## config.mk

```make
export PLATFORM = sky130hd
export DESIGN_NAME = eps_pwm_steer
export DESIGN_NICKNAME = d
export VERILOG_FILES = /design/src/hw/eps_pkg.sv /design/src/hw/eps_pwm_steer.sv
export SDC_FILE = /design/constraint.sdc
export NUM_CORES = 1
export LEC_CHECK = 0
export BUFFER_PORTS_ARGS = -buffer_cell sky130_fd_sc_hd__buf_2
export CORE_MARGIN = 2
export CORE_UTILIZATION = 60
export DETAILED_ROUTE_END_ITERATION = 10
export PLACE_DENSITY = 0.92
export SLEW_MARGIN = 10
export SYNTH_ARGS = -nofsm -noshare
export SYNTH_HDL_FRONTEND = slang
export SYNTH_SLANG_ARGS = --single-unit
export TNS_END_PERCENT = 100
```

## constraint.sdc

```tcl
create_clock -name ref_clk -period 5.9 [get_ports ref_clk]
set_clock_uncertainty 0.2 [all_clocks]
set_input_delay 1.18 -clock ref_clk [delete_from_list [all_inputs] [get_ports ref_clk]]
set_output_delay 1.18 -clock ref_clk [all_outputs]
set_load 0.005 [all_outputs]
```

## src/hw/eps_pkg.sv

```systemverilog
// eps_pkg: register map, field positions and reset values of the
// pwm output stage; shared by the design and its bench.
package eps_pkg;
	localparam logic [2:0] OFS_CTRL   = 3'h0;
	localparam logic [2:0] OFS_DUTY   = 3'h1;
	localparam logic [2:0] OFS_SHUT   = 3'h2;
	localparam logic [2:0] OFS_STEER  = 3'h3;
	localparam logic [2:0] OFS_DEAD   = 3'h4;
	localparam logic [2:0] OFS_STATUS = 3'h5;
	localparam logic [2:0] OFS_TSEL   = 3'h6;

	localparam logic [7:0] RST_CTRL  = 8'h00;
	localparam logic [7:0] RST_DUTY  = 8'h00;
	localparam logic [7:0] RST_SHUT  = 8'h00;
	localparam logic [7:0] RST_STEER = 8'h01;
	localparam logic [7:0] RST_DEAD  = 8'h00;
	localparam logic [7:0] RST_TSEL  = 8'h00;
	localparam logic [7:0] STEER_MASK = 8'h1f;

	// status bits
	localparam int ST_PERIOD = 0;
	localparam int ST_EVENT  = 1;
	// shutdown register bits
	localparam int SH_EVENT = 7;
	// steering sync bit
	localparam int STEER_SYNC = 4;
	// dead-band register restart bit
	localparam int DEAD_RESTART = 7;

	// unit mode codes
	localparam logic [3:0] MODE_OFF    = 4'h0;
	localparam logic [3:0] MODE_TOGGLE = 4'h2;
	localparam logic [3:0] MODE_CAPF   = 4'h4;
	localparam logic [3:0] MODE_CAPR   = 4'h5;
	localparam logic [3:0] MODE_CAP4   = 4'h6;
	localparam logic [3:0] MODE_CAP16  = 4'h7;
	localparam logic [3:0] MODE_SETHI  = 4'h8;
	localparam logic [3:0] MODE_SETLO  = 4'h9;
	localparam logic [3:0] MODE_SWINT  = 4'ha;
	localparam logic [3:0] MODE_SPECL  = 4'hb;

	typedef enum logic [1:0] {
		CFG_SINGLE = 2'h0,
		CFG_FWD    = 2'h1,
		CFG_HALF   = 2'h2,
		CFG_REV    = 2'h3
	} eps_cfg_type;

	// full-bridge direction swap lead, in timer counts
	localparam logic [7:0] SWAP_LEAD = 8'h04;
	localparam logic [3:0] CAP4_CNT  = 4'h3;
	localparam logic [3:0] CAP16_CNT = 4'hf;

	typedef struct packed {
		logic       periodStart;
		logic       match;
		logic [9:0] count;
		logic [7:0] period;
	} eps_timer_type;

	typedef struct packed {
		logic [2:0] addr;
		logic [7:0] wdata;
		logic       wr;
		logic       rd;
	} eps_bus_type;
endpackage

```

## src/hw/eps_pwm_steer.sv

```systemverilog
// eps_pwm_steer: output stage, mode decode, dead band and steering of
// an enhanced capture/compare/pwm unit.
// assumes a period timer on ref_clk (40 MHz instruction clock) and
// port logic that supplies pin latches and directions.
//
// Functional notes
// half bridge: only inactive-to-active edges are delayed by dead band
// dead band is a seven-bit count of instruction cycles
// dead band longer than active time keeps output inactive all cycle
// single output with pwm mode: steer enables pick outputs a to d
// while steering, mode low bits set polarity of steered pins
// shutdown during steering touches only steered pins
// firmware sets at least one steer enable for any waveform
// sync clear: steering change applies right after its write
// sync set: steering change waits for next period start
// pwm polarity codes 1100 to 1111 set pair polarities a/c, b/d
// firmware picks polarity before enabling pin drivers
// firmware waits one full pwm cycle before enabling drivers
// period flag sets when second period after enable begins
// after reset all pins are high impedance
// output config decodes single, forward, half, reverse
// direction change: blank and swap four counts before period end
// capture/compare: a is unit pin, b to d are port pins
// duty is ten bits: low field then duty high byte
// mode 0000 turns off and resets; 0001, 0011 select nothing
// capture on falling, rising, 4th rising, 16th rising edge
// mode 0010 toggles compare pin on match
// 1000 starts low sets, 1001 starts high clears; both flag
// mode 1010 flags only, pin returns to port
// mode 1011 resets timer, flags, starts conversion if enabled
// without enhancement config bits absent, 11xx is plain pwm
//
// Design decisions made here: the placing of the registers and the plain strobed port.
`timescale 1ns/1ps
module eps_pwm_steer #(
	parameter bit ENHANCED = 1'b1
) (
	// clock and reset
	input  wire logic               ref_clk,
	input  wire logic               nrst,
	// register port
	input  wire eps_pkg::eps_bus_type bus,
	output logic [7:0]              rdData,
	// period timer
	input  wire eps_pkg::eps_timer_type tmr,
	output logic                    timerReset,
	// converter and pins in
	input  wire logic               adcEnabled,
	input  wire logic               capturePin,
	input  wire logic               faultPin,
	input  wire logic [3:0]         portLatch,
	input  wire logic [3:0]         pinDirection,
	// events and pins out
	output logic                    adcStart,
	output logic                    captureStrobe,
	output logic [3:0]              pinOut,
	output logic [3:0]              pinOe
);
	logic [7:0] ctrl_r, duty_r, shut_r, steer_r, dead_r, tsel_r;
	logic [1:0] status_r;
	logic [3:0] steerEff_r;
	logic [9:0] dutyLat_r;
	logic [2:0] syn0_r, syn1_r, syn2_r;
	logic       capLvl_r, faultLvl_r, shutAct_r, cmpPin_r, fbDir_r;
	logic       fbBlank_r, startSeen_r;
	logic [3:0] capCnt_r;
	logic [6:0] dbCnt_r [2];
	logic [1:0] dbOut;
	logic [3:0] mode, act, own, lvl, pol, shutMask, pinOut_nxt, pinOe_nxt;
	logic [1:0] cfg;
	logic       pwmMode, wrCtrl, capHit, capRise, capFall, nearEnd;
	logic       pwmRaw, evt, modeChg, fbMute;

	assign mode    = ctrl_r[3:0];
	assign cfg     = ENHANCED ? ctrl_r[7:6] : 2'h0;
	assign pwmMode = mode[3:2] == 2'h3;
	assign wrCtrl  = bus.wr && bus.addr == eps_pkg::OFS_CTRL;
	assign modeChg = wrCtrl && bus.wdata[3:0] != mode;
	assign pwmRaw  = tmr.count < dutyLat_r;
	assign nearEnd = tmr.count[9:2] == tmr.period - eps_pkg::SWAP_LEAD
		&& tmr.count[1:0] == 2'h0;
	// blanking lifts in the first cycle of the new period
	assign fbMute  = fbBlank_r && !tmr.periodStart;

	// register writes
	always_ff @(posedge ref_clk or negedge nrst) begin
		if (!nrst) begin
			ctrl_r  <= eps_pkg::RST_CTRL;
			duty_r  <= eps_pkg::RST_DUTY;
			steer_r <= eps_pkg::RST_STEER;
			dead_r  <= eps_pkg::RST_DEAD;
			tsel_r  <= eps_pkg::RST_TSEL;
		end else if (bus.wr) begin
			unique case (bus.addr)
				eps_pkg::OFS_CTRL: ctrl_r <= ENHANCED ? bus.wdata
					: {2'h0, bus.wdata[5:0]};
				eps_pkg::OFS_DUTY: duty_r <= bus.wdata;
				eps_pkg::OFS_STEER: steer_r <= bus.wdata & eps_pkg::STEER_MASK;
				eps_pkg::OFS_DEAD: dead_r <= bus.wdata;
				eps_pkg::OFS_TSEL: tsel_r <= bus.wdata;
				default: ;
			endcase
		end
	end

	// shutdown control, event bit set by fault, cleared by sw or restart
	always_ff @(posedge ref_clk or negedge nrst) begin
		if (!nrst) begin
			shut_r <= eps_pkg::RST_SHUT;
		end else begin
			if (bus.wr && bus.addr == eps_pkg::OFS_SHUT) begin
				shut_r[6:0] <= bus.wdata[6:0];
				if (!(faultLvl_r && shut_r[6:4] != 3'h0)) begin
					shut_r[eps_pkg::SH_EVENT] <= bus.wdata[eps_pkg::SH_EVENT];
				end
			end
			if (faultLvl_r && shut_r[6:4] != 3'h0) begin
				shut_r[eps_pkg::SH_EVENT] <= 1'b1;
			end else if (dead_r[eps_pkg::DEAD_RESTART] && shut_r[6:4] != 3'h0
				&& shutAct_r) begin
				shut_r[eps_pkg::SH_EVENT] <= 1'b0;
			end
		end
	end

	// shutdown state ends only at a period start once the event clears
	always_ff @(posedge ref_clk or negedge nrst) begin
		if (!nrst) begin
			shutAct_r <= 1'b0;
		end else if (shut_r[eps_pkg::SH_EVENT]) begin
			shutAct_r <= 1'b1;
		end else if (tmr.periodStart) begin
			shutAct_r <= 1'b0;
		end
	end

	// pin synchronisers: capture and fault
	always_ff @(posedge ref_clk or negedge nrst) begin
		if (!nrst) begin
			syn0_r     <= 3'h0;
			syn1_r     <= 3'h0;
			syn2_r     <= 3'h0;
			capLvl_r   <= 1'b0;
			faultLvl_r <= 1'b0;
		end else begin
			syn0_r <= {1'b0, faultPin, capturePin};
			syn1_r <= syn0_r;
			syn2_r <= syn1_r;
			if (syn1_r[0] == syn2_r[0]) begin
				capLvl_r <= syn2_r[0];
			end
			if (syn1_r[1] == syn2_r[1]) begin
				faultLvl_r <= syn2_r[1];
			end
		end
	end

	assign capRise = syn1_r[0] == syn2_r[0] && syn2_r[0] && !capLvl_r;
	assign capFall = syn1_r[0] == syn2_r[0] && !syn2_r[0] && capLvl_r;

	// capture prescaler
	always_comb begin
		capHit = 1'b0;
		unique case (mode)
			eps_pkg::MODE_CAPF: capHit = capFall;
			eps_pkg::MODE_CAPR: capHit = capRise;
			eps_pkg::MODE_CAP4:
				capHit = capRise && capCnt_r[1:0] == eps_pkg::CAP4_CNT[1:0];
			eps_pkg::MODE_CAP16:
				capHit = capRise && capCnt_r == eps_pkg::CAP16_CNT;
			default: capHit = 1'b0;
		endcase
	end

	always_ff @(posedge ref_clk or negedge nrst) begin
		if (!nrst) begin
			capCnt_r <= 4'h0;
		end else if (modeChg || mode == eps_pkg::MODE_OFF) begin
			capCnt_r <= 4'h0;
		end else if (capRise) begin
			capCnt_r <= capCnt_r + 4'h1;
		end
	end

	// compare pin and event pulses
	always_ff @(posedge ref_clk or negedge nrst) begin
		if (!nrst) begin
			cmpPin_r      <= 1'b0;
			timerReset    <= 1'b0;
			adcStart      <= 1'b0;
			captureStrobe <= 1'b0;
		end else begin
			captureStrobe <= capHit;
			timerReset    <= mode == eps_pkg::MODE_SPECL && tmr.match;
			adcStart      <= mode == eps_pkg::MODE_SPECL && tmr.match
				&& adcEnabled;
			if (modeChg) begin
				cmpPin_r <= bus.wdata[3:0] == eps_pkg::MODE_SETLO;
			end else if (tmr.match) begin
				unique case (mode)
					eps_pkg::MODE_TOGGLE: cmpPin_r <= !cmpPin_r;
					eps_pkg::MODE_SETHI: cmpPin_r <= 1'b1;
					eps_pkg::MODE_SETLO: cmpPin_r <= 1'b0;
					default: ;
				endcase
			end
		end
	end

	assign evt = capHit || (tmr.match && (mode == eps_pkg::MODE_TOGGLE
		|| mode[3:2] == 2'h2));

	// status flags: write one to clear, set wins
	always_ff @(posedge ref_clk or negedge nrst) begin
		if (!nrst) begin
			status_r    <= 2'h0;
			startSeen_r <= 1'b0;
		end else begin
			if (!pwmMode) begin
				startSeen_r <= 1'b0;
			end else if (tmr.periodStart) begin
				startSeen_r <= 1'b1;
			end
			if (bus.wr && bus.addr == eps_pkg::OFS_STATUS) begin
				status_r <= status_r & ~bus.wdata[1:0];
			end
			if (pwmMode && tmr.periodStart && startSeen_r) begin
				status_r[eps_pkg::ST_PERIOD] <= 1'b1;
			end
			if (evt) begin
				status_r[eps_pkg::ST_EVENT] <= 1'b1;
			end
		end
	end

	// duty latch at period start, ten bits
	always_ff @(posedge ref_clk or negedge nrst) begin
		if (!nrst) begin
			dutyLat_r <= 10'h000;
		end else if (tmr.periodStart) begin
			dutyLat_r <= {duty_r, ctrl_r[5:4]};
		end
	end

	// steering update, immediate or period aligned
	always_ff @(posedge ref_clk or negedge nrst) begin
		if (!nrst) begin
			steerEff_r <= eps_pkg::RST_STEER[3:0];
		end else if (bus.wr && bus.addr == eps_pkg::OFS_STEER
			&& !bus.wdata[eps_pkg::STEER_SYNC]) begin
			steerEff_r <= bus.wdata[3:0];
		end else if (tmr.periodStart && steer_r[eps_pkg::STEER_SYNC]) begin
			steerEff_r <= steer_r[3:0];
		end
	end

	// full-bridge direction swap
	always_ff @(posedge ref_clk or negedge nrst) begin
		if (!nrst) begin
			fbDir_r   <= 1'b0;
			fbBlank_r <= 1'b0;
		end else if (pwmMode && cfg[0] && cfg[1] != fbDir_r && nearEnd) begin
			fbDir_r   <= cfg[1];
			fbBlank_r <= 1'b1;
		end else if (!(pwmMode && cfg[0])) begin
			// entry into full bridge takes the written direction at once
			fbDir_r   <= (ENHANCED && wrCtrl) ? bus.wdata[7] : cfg[1];
			fbBlank_r <= 1'b0;
		end else if (tmr.periodStart) begin
			fbBlank_r <= 1'b0;
		end
	end

	// dead band, one delay per half-bridge output
	for (genvar i = 0; i < 2; i++) begin : gDead
		logic raw;
		assign raw = (i == 0) ? pwmRaw : !pwmRaw;
		assign dbOut[i] = raw && dbCnt_r[i] == dead_r[6:0];
		always_ff @(posedge ref_clk or negedge nrst) begin
			if (!nrst) begin
				dbCnt_r[i] <= 7'h00;
			end else if (!raw || cfg != eps_pkg::CFG_HALF) begin
				dbCnt_r[i] <= 7'h00;
			end else if (dbCnt_r[i] != dead_r[6:0]) begin
				dbCnt_r[i] <= dbCnt_r[i] + 7'h01;
			end
		end
	end

	// output decode
	always_comb begin
		act = 4'h0;
		own = 4'h0;
		pol = {mode[0], mode[1], mode[0], mode[1]};
		if (pwmMode) begin
			unique case (cfg)
				eps_pkg::CFG_SINGLE: begin
					own = ENHANCED ? steerEff_r : 4'h1;
					act = {4{pwmRaw}};
				end
				eps_pkg::CFG_HALF: begin
					own = 4'h3;
					act = {2'h0, dbOut};
				end
				default: begin
					own = 4'hf;
					act = fbDir_r ? {2'h1, pwmRaw && !fbMute, 1'b0}
						: {pwmRaw && !fbMute, 3'h1};
				end
			endcase
			if (!ENHANCED) begin
				pol = 4'h0;
			end
		end else if (mode == eps_pkg::MODE_TOGGLE || mode == eps_pkg::MODE_SETHI
			|| mode == eps_pkg::MODE_SETLO) begin
			own = 4'h1;
			act = {3'h0, cmpPin_r};
			pol = 4'h0;
		end
		lvl      = act ^ pol;
		shutMask = (pwmMode && shutAct_r) ? own : 4'h0;
		for (int k = 0; k < 4; k++) begin
			if (shutMask[k]) begin
				lvl[k] = k[0] ? shut_r[0] : shut_r[2];
			end
		end
		for (int k = 0; k < 4; k++) begin
			pinOut_nxt[k] = own[k] ? lvl[k] : portLatch[k];
			pinOe_nxt[k]  = !pinDirection[k]
				&& !(shutMask[k] && (k[0] ? shut_r[1] : shut_r[3]));
		end
	end

	// pins start released
	always_ff @(posedge ref_clk or negedge nrst) begin
		if (!nrst) begin
			pinOut <= 4'h0;
			pinOe  <= 4'h0;
		end else begin
			pinOut <= pinOut_nxt;
			pinOe  <= pinOe_nxt;
		end
	end

	// read port, data in the cycle after the strobe
	always_ff @(posedge ref_clk or negedge nrst) begin
		if (!nrst) begin
			rdData <= 8'h00;
		end else if (bus.rd) begin
			unique case (bus.addr)
				eps_pkg::OFS_CTRL: rdData <= ctrl_r;
				eps_pkg::OFS_DUTY: rdData <= duty_r;
				eps_pkg::OFS_SHUT: rdData <= shut_r;
				eps_pkg::OFS_STEER: rdData <= steer_r;
				eps_pkg::OFS_DEAD: rdData <= dead_r;
				eps_pkg::OFS_STATUS: rdData <= {6'h00, status_r};
				eps_pkg::OFS_TSEL: rdData <= tsel_r;
				default: rdData <= 8'h00;
			endcase
		end else begin
			rdData <= 8'h00;
		end
	end
endmodule

```

Word level (Yosys, flattened, before mapping) --
Index checks and enable logic that the tools add are counted.
Word-level totals: bits in latches 0, bits in writable memories 0, bits in read-only memories 0, register bits 111, output and inout port bits 19, memories 0
Cells by class: equal/unequal tests 33, mux-type cells 47, divide/modulo/power cells 0, bitwise operators 3, reduce and logical (&&, ||, !) cells 81, $add $sub $neg 4, multiply operators 0, shifts and indexed selects 0, $lt $le $gt $ge 1
Operators by type and width (count):
- 8-bit case mux with 7 select lines | 1
- 4-bit two-way mux | 10
- 1-bit logical AND | 38
- 7-bit two-way mux | 4
- 1-bit two-way mux | 25
- 4-bit == test, second input constant | 5
- 4-bit by 3-bit == test with 1-bit output, second input constant | 4
- 8-bit two-way mux | 2
- 4-bit case mux with 2 select lines | 2
- 2-bit nonzero test | 8
- 1-bit logical NOT | 15
- 7-bit by 1-bit adder with 7-bit output, second input constant | 2
- 7-bit == test | 2
- 7-bit != test | 2
- 2-bit AND reduction | 6
- 10-bit < comparator | 1
- 3-bit == test, second input constant | 3
- 2-bit == test, second input constant | 4
- 8-bit == test | 1
- 8-bit by 3-bit subtractor with 8-bit output, second input constant | 1
- 1-bit logical OR | 7
- 3-bit by 2-bit == test with 1-bit output, second input constant | 2
- 3-bit nonzero test | 2
- 4-bit by 1-bit adder with 4-bit output, second input constant | 1
- other kinds (18) | 21

Longest topological paths before layout --
Gate-level depths: netlist (run 1).
word-level depth 10, gate-level depth with buffers 10, gate-level depth less buffers 9

Least setup slack after synthesis (run 1) --
No wires, ideal clock.
path type input port to flip-flop, from in tmr[11] (netlist name), to reg dbCnt_r[10] (netlist name), arrival 2.936 ns, library setup time 0.072 ns, required time 5.628 ns, stages on the path 9, buffers on the path 2, path slack 2.692 ns, cells stage by stage ha_1 a21o_1 nand3_1 a21oi_1 or4_1 buf_2 or3_1 clkbuf_1 nor2_1
Between the ends: longest elaborated chain between the ends 4
Ends and longest elaborated chain:
- from (decl) | line eps_pwm_steer.sv:45 | input wire eps_pkg::eps_timer_type tmr,
- 10-bit < comparator (*) | line eps_pwm_steer.sv:79 | assign pwmRaw = tmr.count < dutyLat_r;
- 1-bit logical NOT (*) | line eps_pwm_steer.sv:282 | end else if (!raw || cfg != eps_pkg::CFG_HALF) begin
- 1-bit logical OR (*) | line eps_pwm_steer.sv:282
- 7-bit two-way mux / 2-bit nonzero test (equally long branches)
- to (signal, indexed assignment) | line eps_pwm_steer.sv:285 | dbCnt_r[i] <= dbCnt_r[i] + 7'h01;
- to (decl) | line eps_pwm_steer.sv:67 | logic [6:0] dbCnt_r [2];
Every way passes the cells marked *; elsewhere a longest branch is shown, timed or not. A chain may end at the register's enable or synchronous reset.

Final worst setup path (run 1) --
from in tmr[11] (netlist name), to reg pinOut[0]
Between the ends: longest elaborated chain between the ends 7
Ends and longest elaborated chain:
- 10-bit < comparator (*) | line eps_pwm_steer.sv:79
- 1-bit logical AND | line eps_pwm_steer.sv:278 | assign dbOut[i] = raw && dbCnt_r[i] == dead_r[6:0];
- 4-bit case mux with 2 select lines (*) | line eps_pwm_steer.sv:296 | unique case (cfg)
- 4-bit two-way mux (*) | line eps_pwm_steer.sv:295 | if (pwmMode) begin
- 4-bit bitwise XOR (*) | line eps_pwm_steer.sv:320 | lvl = act ^ pol;
- 1-bit two-way mux (*) | line eps_pwm_steer.sv:323 | if (shutMask[k]) begin
- 1-bit two-way mux (*) | line eps_pwm_steer.sv:328 | pinOut_nxt[k] = own[k] ? lvl[k] : portLatch[k];
- via pinOut_nxt[0] | line eps_pwm_steer.sv:69 | logic [3:0] mode, act, own, lvl, pol, shutMask, pinOut_nxt, pinOe_nxt;
- to (signal assigned) | line eps_pwm_steer.sv:340 | pinOut <= pinOut_nxt;
- to (decl) | line eps_pwm_steer.sv:56 | output logic [3:0] pinOut,
The timed path passes the listed nets; every way through them passes the cells marked *.

==> results of run 1 <==
==> layout make-up <==
type / count / area share (%)
clock inverters: 7 / 0.8851
multi-input cells: 364 / 43.19
clock buffers: 9 / 1.992
repair buffers: 66 / 5.431
flip-flops and latches: 111 / 44.70
inverters: 26 / 1.569
well taps: 111 / 2.233
==> routing by layer <==
layer	track usage, %	vias to the layer above	share of wire, %
met5	0	-	0
met3	4.969	39	7.2
met1	34.00	2114	40
li1	-	1949	-
met4	11.12	0	3.1
met2	46.36	185	49
==> critical path, stage by stage <==
cell	delay, ps
buf_2	110
ha_1	320
a21o_1	190
nand3_1	90
a21oi_1	60
or4_1	740
o21ai_2	250
mux2i_1	290
a211oi_2	70
==> through the flow <==
| stage | cells | total power, mW | hold slack [ps] | util (%) | instance area (um^2) |
|---|---|---|---|---|---|
| 4_1_cts | 694 | 1.947 | 167.0 | 67.63 | 6220 |
| 3_3_place_gp | 678 | 1.482 | 136.3 | 65.69 | 6041 |
| 2_1_floorplan | 527 | 1.354 | 131.2 | - | 5667 |
| 5_1_grt | 694 | 2.053 | 180.4 | 67.63 | 6220 |
| 3_5_place_dp | 678 | 1.526 | 137.9 | 65.69 | 6041 |
| 6_report | 694 | 1.949 | 163.3 | 67.63 | 6220 |
==> path summary, 6_finish.rpt <==
| path | start | end | slack (ps) | cells after the start |
|---|---|---|---|---|
| worst min register to register | syn0_r[1]$_DFF_PN0_ | syn1_r[1]$_DFF_PN0_ | 160 | 0 |
| max in group asynchronous | nrst | dbCnt_r[13]$_DFFE_PN0P_ | 3700 | 2 |
| min in group asynchronous | nrst | rdData[1]$_DFF_PN0_ | 680 | 1 |
| worst max-delay path | tmr[11] | pinOut[0]$_DFF_PN0_ | 2620 | 9 |
| worst min-delay path | syn0_r[1]$_DFF_PN0_ | syn1_r[1]$_DFF_PN0_ | 160 | 0 |
| worst max register to register | dutyLat_r[3]$_DFFE_PN0P_ | pinOut[0]$_DFF_PN0_ | 3140 | 9 |
==> kinds of logic (layout without fill, tap and decap cells) <==
logic type               after synthesis  count (layout)  synth area share, %
XOR/XNOR                              46              46                7.110
adder cells (fa/ha/maj)               16              16                3.489
flip-flops                           111             111                49.06
AND/OR/NAND/NOR                      147             147                12.72
AO/OA/AOI/OAI                         90              90                10.51
buffers and inverters                 52             108                3.533
multiplexers                          65              65                13.58
==> registers in the layout (all words and copies together) (netlist names), 2 cells and up <==
| register | cells |
|---|---|
| syn0_r | 2 |
| pinOe | 4 |
| shut_r | 8 |
| rdData | 8 |
| status_r | 2 |
| pinOut | 4 |
| ctrl_r | 8 |
| dead_r | 8 |
| duty_r | 8 |
| dbCnt_r | 14 |
| syn2_r | 2 |
| dutyLat_r | 10 |
| steer_r | 5 |
| steerEff_r | 4 |
| syn1_r | 2 |
| capCnt_r | 4 |
| tsel_r | 8 |
==> power breakdown <==
group	leakage (nW)	switching (mW)	internal (mW)
clock	0.0919	0.265	0.159
combinational	1.40	0.253	0.230
sequential	1.38	0.143	0.898
total	2.86	0.661	1.29
==> cells in the final DEF, fill, tap and decap left out, drive strengths merged, types with 10 or more instances in the layout <==
| master | count |
|---|---|
| dfrtp | 109 |
| buf | 66 |
| mux2 | 45 |
| nor2 | 45 |
| nand2 | 42 |
| xor2 | 30 |
| inv | 29 |
| o21ai | 25 |
| xnor2 | 16 |
| mux2i | 15 |
| ha | 15 |
| a21oi | 14 |
| nand4 | 13 |
| a31oi | 10 |
==> flow_summary.yaml, run 1 <==
outcome:
  status: "complete, no violations"
grt:
  grt_pass1_vias: 4313
  grt_usage_pct: 27.04
  grt_max_degree: 66
  grt_pass1_wl_um: 21170
  grt_antenna_before_repair: 0
  grt-ovfl-total: 0
detailed_routing:
  drt-initial-drc-count: 366
  avgRoutedWirePerCell_um: 18.68
  ant_nets: 0
  vias: 4287
  dr.pass1.iters: 5
  drc: 0
  finalWirelength_um: 12960
  via_per_inst: 6.177
synthesis:
  yosys_register_bits: 111
  synth.net_count: 588
  synth_area_um2: 5667
  synth_edf_count: 0
  synth_warnings: 0
  ys_async_sr_fraction_pct: 100.0
  syn_area_per_cell_um2: 10.75
  yosysMostFrequentCell: "dfrtp_1"
  ys_seq_area_share_pct: 49.06
  synth_top_area_share_pct: 48.13
  synthTopCellsByCount: "dfrtp_1, mux2_2, nor2_1"
  yosysTopAreaCell: "dfrtp_1"
  synthCells: 527
  ys.flop_type: "dfrtp_1"
  synth_area_leaders: "dfrtp_1, mux2_2, xor2_1"
  synth_cell_types: 59
clock_tree:
  ctsHoldBuffers: 0
  numClockSinks: 111
  clk_latency_ps: 380
  clk_pin_slew_worst_paths_ps: 100
  numCtsBuffers: 9
  clock-root-buffer: "clkbuf_8"
  cts_buffer_depth: 2
  post-cts-setup-buffers: 0
  post_cts_resized: 0
  htreeDepth: 3
  cts_tree: "done"
sta:
  finalSetupViolations: 0
  maxSlewHeadroom_pct: 46.86
  drv_slew: 0
  finalHoldViolations: 0
  final.setup.worst_slack_ps: 2622
  setup_tns_ps: 0
  timing.final.crit_period_ps: 3278
  min_period_over_period_pct: 55.55
  rsz0062_at_grt: "no"
  max_freq_ghz: 0.3051
  worst_slew_pin_slew_ps: 793.6
die:
  dieHeight_um: 101.2
  dieArea_um2: 10240
  io_pins: 65
  start_util_pct: 61.62
  fp-row-count: 35
  core-area_um2: 9196
  die_w_um: 101.2
setup_path:
  cp.arrival_ps: 3310
  crit_path_end_kind: "flip-flop"
  worst-endpoint-required_ps: 5940
  cp-start-kind: "input pin"
  critPathMaxFanout: 10
  crit_type: "input pin to flip-flop"
layout:
  drive_gt1_share_pct: 24.53
  fin_nets: 639
  area_growth_pct: 9.759
  diodes: 0
  multi_input_area_um2: 2686
  fillers: 679
  regArea_um2: 2780
min_path:
  min_path_type: "flip-flop to flip-flop"
power:
  ir_worst_vdd_uv: 230.3
  leakage_nw: 2.865
  powerDensity_nw_per_um2: 313.3
placed_design:
  gp_congestion: 0.8399
  placement.io_buffers: 64
  dpl.hpwl_um: 9452
  preCtsSetupSlack_ps: 2297
run:
  drv_cap: 0
Power figures use the tool's default switching activity.
==> run 2: changes to the inputs <==
- CORE_UTILIZATION: 60 -> 59
- PLACE_DENSITY: 0.92 -> 0.9
- clock period: 5.9 -> 3.4 ns (I/O delays scaled with it)
==> flow_summary.yaml, run 2 (synthesis results as in run 1) <==
sta:
  setup_tns_ps: 0
  whs_ps: 88.52
  timing.final.crit_period_ps: 2705
  min_period_over_period_pct: 79.56
  worst_slew_pin_slew_ps: 695.0
  rsz0062_at_grt: "no"
  finalSetupViolations: 0
  max_freq_ghz: 0.3697
  drv_slew: 0
  finalHoldViolations: 0
  final.setup.worst_slack_ps: 695.1
  maxSlewHeadroom_pct: 52.47
placed_design:
  placement.io_buffers: 64
  dpl.hpwl_um: 9485
  gp_congestion: 0.9147
  place_area_um2: 6091
  preCtsSetupSlack_ps: 324.1
grt:
  grt_max_degree: 67
  grt_pass1_wl_um: 21360
  grt_pass1_vias: 4320
  grt_antenna_before_repair: 0
  grt-ovfl-total: 0
  grt_usage_pct: 26.91
layout:
  fin_nets: 641
  fillers: 697
  diodes: 0
  final_cell_area_um2: 6297
  regArea_um2: 2780
  drive_gt1_share_pct: 24.79
  largest_register: "dbCnt_r"
  multi_input_area_um2: 2686
  top_regs: "dbCnt_r (14), dutyLat_r (10)"
  largest_reg_flops: 14
  layout_commonest_cell: "dfrtp_1"
  area_growth_pct: 11.13
  final_util_pct: 67.83
  mostFrequentLayoutCells: "dfrtp_1, buf_2, mux2_2, nor2_1, nand2_1"
die:
  core-area_um2: 9284
  start_util_pct: 61.04
  io_pins: 65
  dieArea_um2: 10400
  fp-row-count: 35
  die_w_um: 102
  dieHeight_um: 102
power:
  leakage_nw: 2.891
  powerDensity_nw_per_um2: 549.8
  ir_worst_vdd_uv: 312.7
clock_tree:
  clk_latency_ps: 380
  cts_tree: "done"
  ctsHoldBuffers: 0
  post-cts-setup-buffers: 0
  clock-root-buffer: "clkbuf_8"
  htreeDepth: 3
  cts_buffer_depth: 2
  clk_pin_slew_worst_paths_ps: 110
  numClockSinks: 111
  post_cts_resized: 0
  numCtsBuffers: 9
detailed_routing:
  finalWirelength_um: 13160
  via_per_inst: 6.071
  drc: 0
  ant_nets: 0
  avgRoutedWirePerCell_um: 18.43
  dr.pass1.iters: 5
  vias: 4335
  drt-initial-drc-count: 298
setup_path:
  crit_type: "input pin to flip-flop"
  reg2reg_depth: 8
  max_stage_delay_ps: 740
  cp-start-kind: "input pin"
  cp.arrival_ps: 2810
  worst-endpoint-required_ps: 3510
  critPathMaxFanout: 10
  crit_path_end_kind: "flip-flop"
  crit_slowest_cell: "or4_1"
  path_cells: "buf_2 > ha_1 > a21o_1 > nand3_1 > a21oi_1 > or4_1 > or3_1 > nor2_1"
min_path:
  min_path_type: "input pin to asynchronous set/reset pin"
run:
  drv_cap: 0
outcome:
  status: "complete, no violations"
==> run 2: changes by cell type in the layout (fill, tap and decap cells not counted), sizes merged <==
cell,delta
buf,+2
clkbuf,+1
bufinv,+1
inv,-2
==> run 2: cell type report <==
class / instances / area share, %
inverter: 26 / 1.550
multi-input combinational: 364 / 42.66
clock inverter: 6 / 1.093
tap: 129 / 2.563
clock buffer: 10 / 2.186
sequential: 111 / 44.15
timing repair buffer: 68 / 5.802
==> run 2: per-stage QoR <==
stage | power (mW) | instances
after global placement | 2.578 | 698
final | 3.462 | 714
after floorplan | 2.349 | 527
after global routing | 3.646 | 714
after detailed placement | 2.642 | 698
after CTS | 3.459 | 714
==> run 2: routing by layer <==
layer / GRT usage [%] / vias up / part of all wire, %
met1: 35.96 / 2149 / 41
met5: 0 / - / 0
li1: - / 1969 / -
met2: 44.99 / 188 / 50
met4: 9.333 / 0 / 2.3
met3: 4.446 / 29 / 6.9
==> run 2: critical path: cells and delay by family <==
kind | cells | cell delay, ps
buffers and inverters | 1 | 110
AND/OR/NAND/NOR | 4 | 1490
adder cells (fa/ha/maj) | 1 | 300
AO/OA/AOI/OAI | 2 | 220
==> run 2: worst paths after layout <==
path                                          startpoint  slack (ps)                 endpoint
worst max-delay path                             tmr[11]         700  dbCnt_r[12]$_DFFE_PN0P_
worst min-delay path                                nrst          90      pinOut[2]$_DFF_PN0_
worst max register to register  dutyLat_r[3]$_DFFE_PN0P_         710  dbCnt_r[12]$_DFFE_PN0P_
worst min register to register       syn0_r[0]$_DFF_PN0_         170      syn1_r[0]$_DFF_PN0_
max in group asynchronous                           nrst        2140    dead_r[0]$_DFFE_PN0P_
min in group ref_clk                 syn0_r[0]$_DFF_PN0_         170      syn1_r[0]$_DFF_PN0_
==> run 2: power by group <==
group / internal, mW / switching [mW] / total [mW]
clock: 0.365 / 0.458 / 0.823
combinational: 0.402 / 0.435 / 0.837
sequential: 1.56 / 0.243 / 1.80
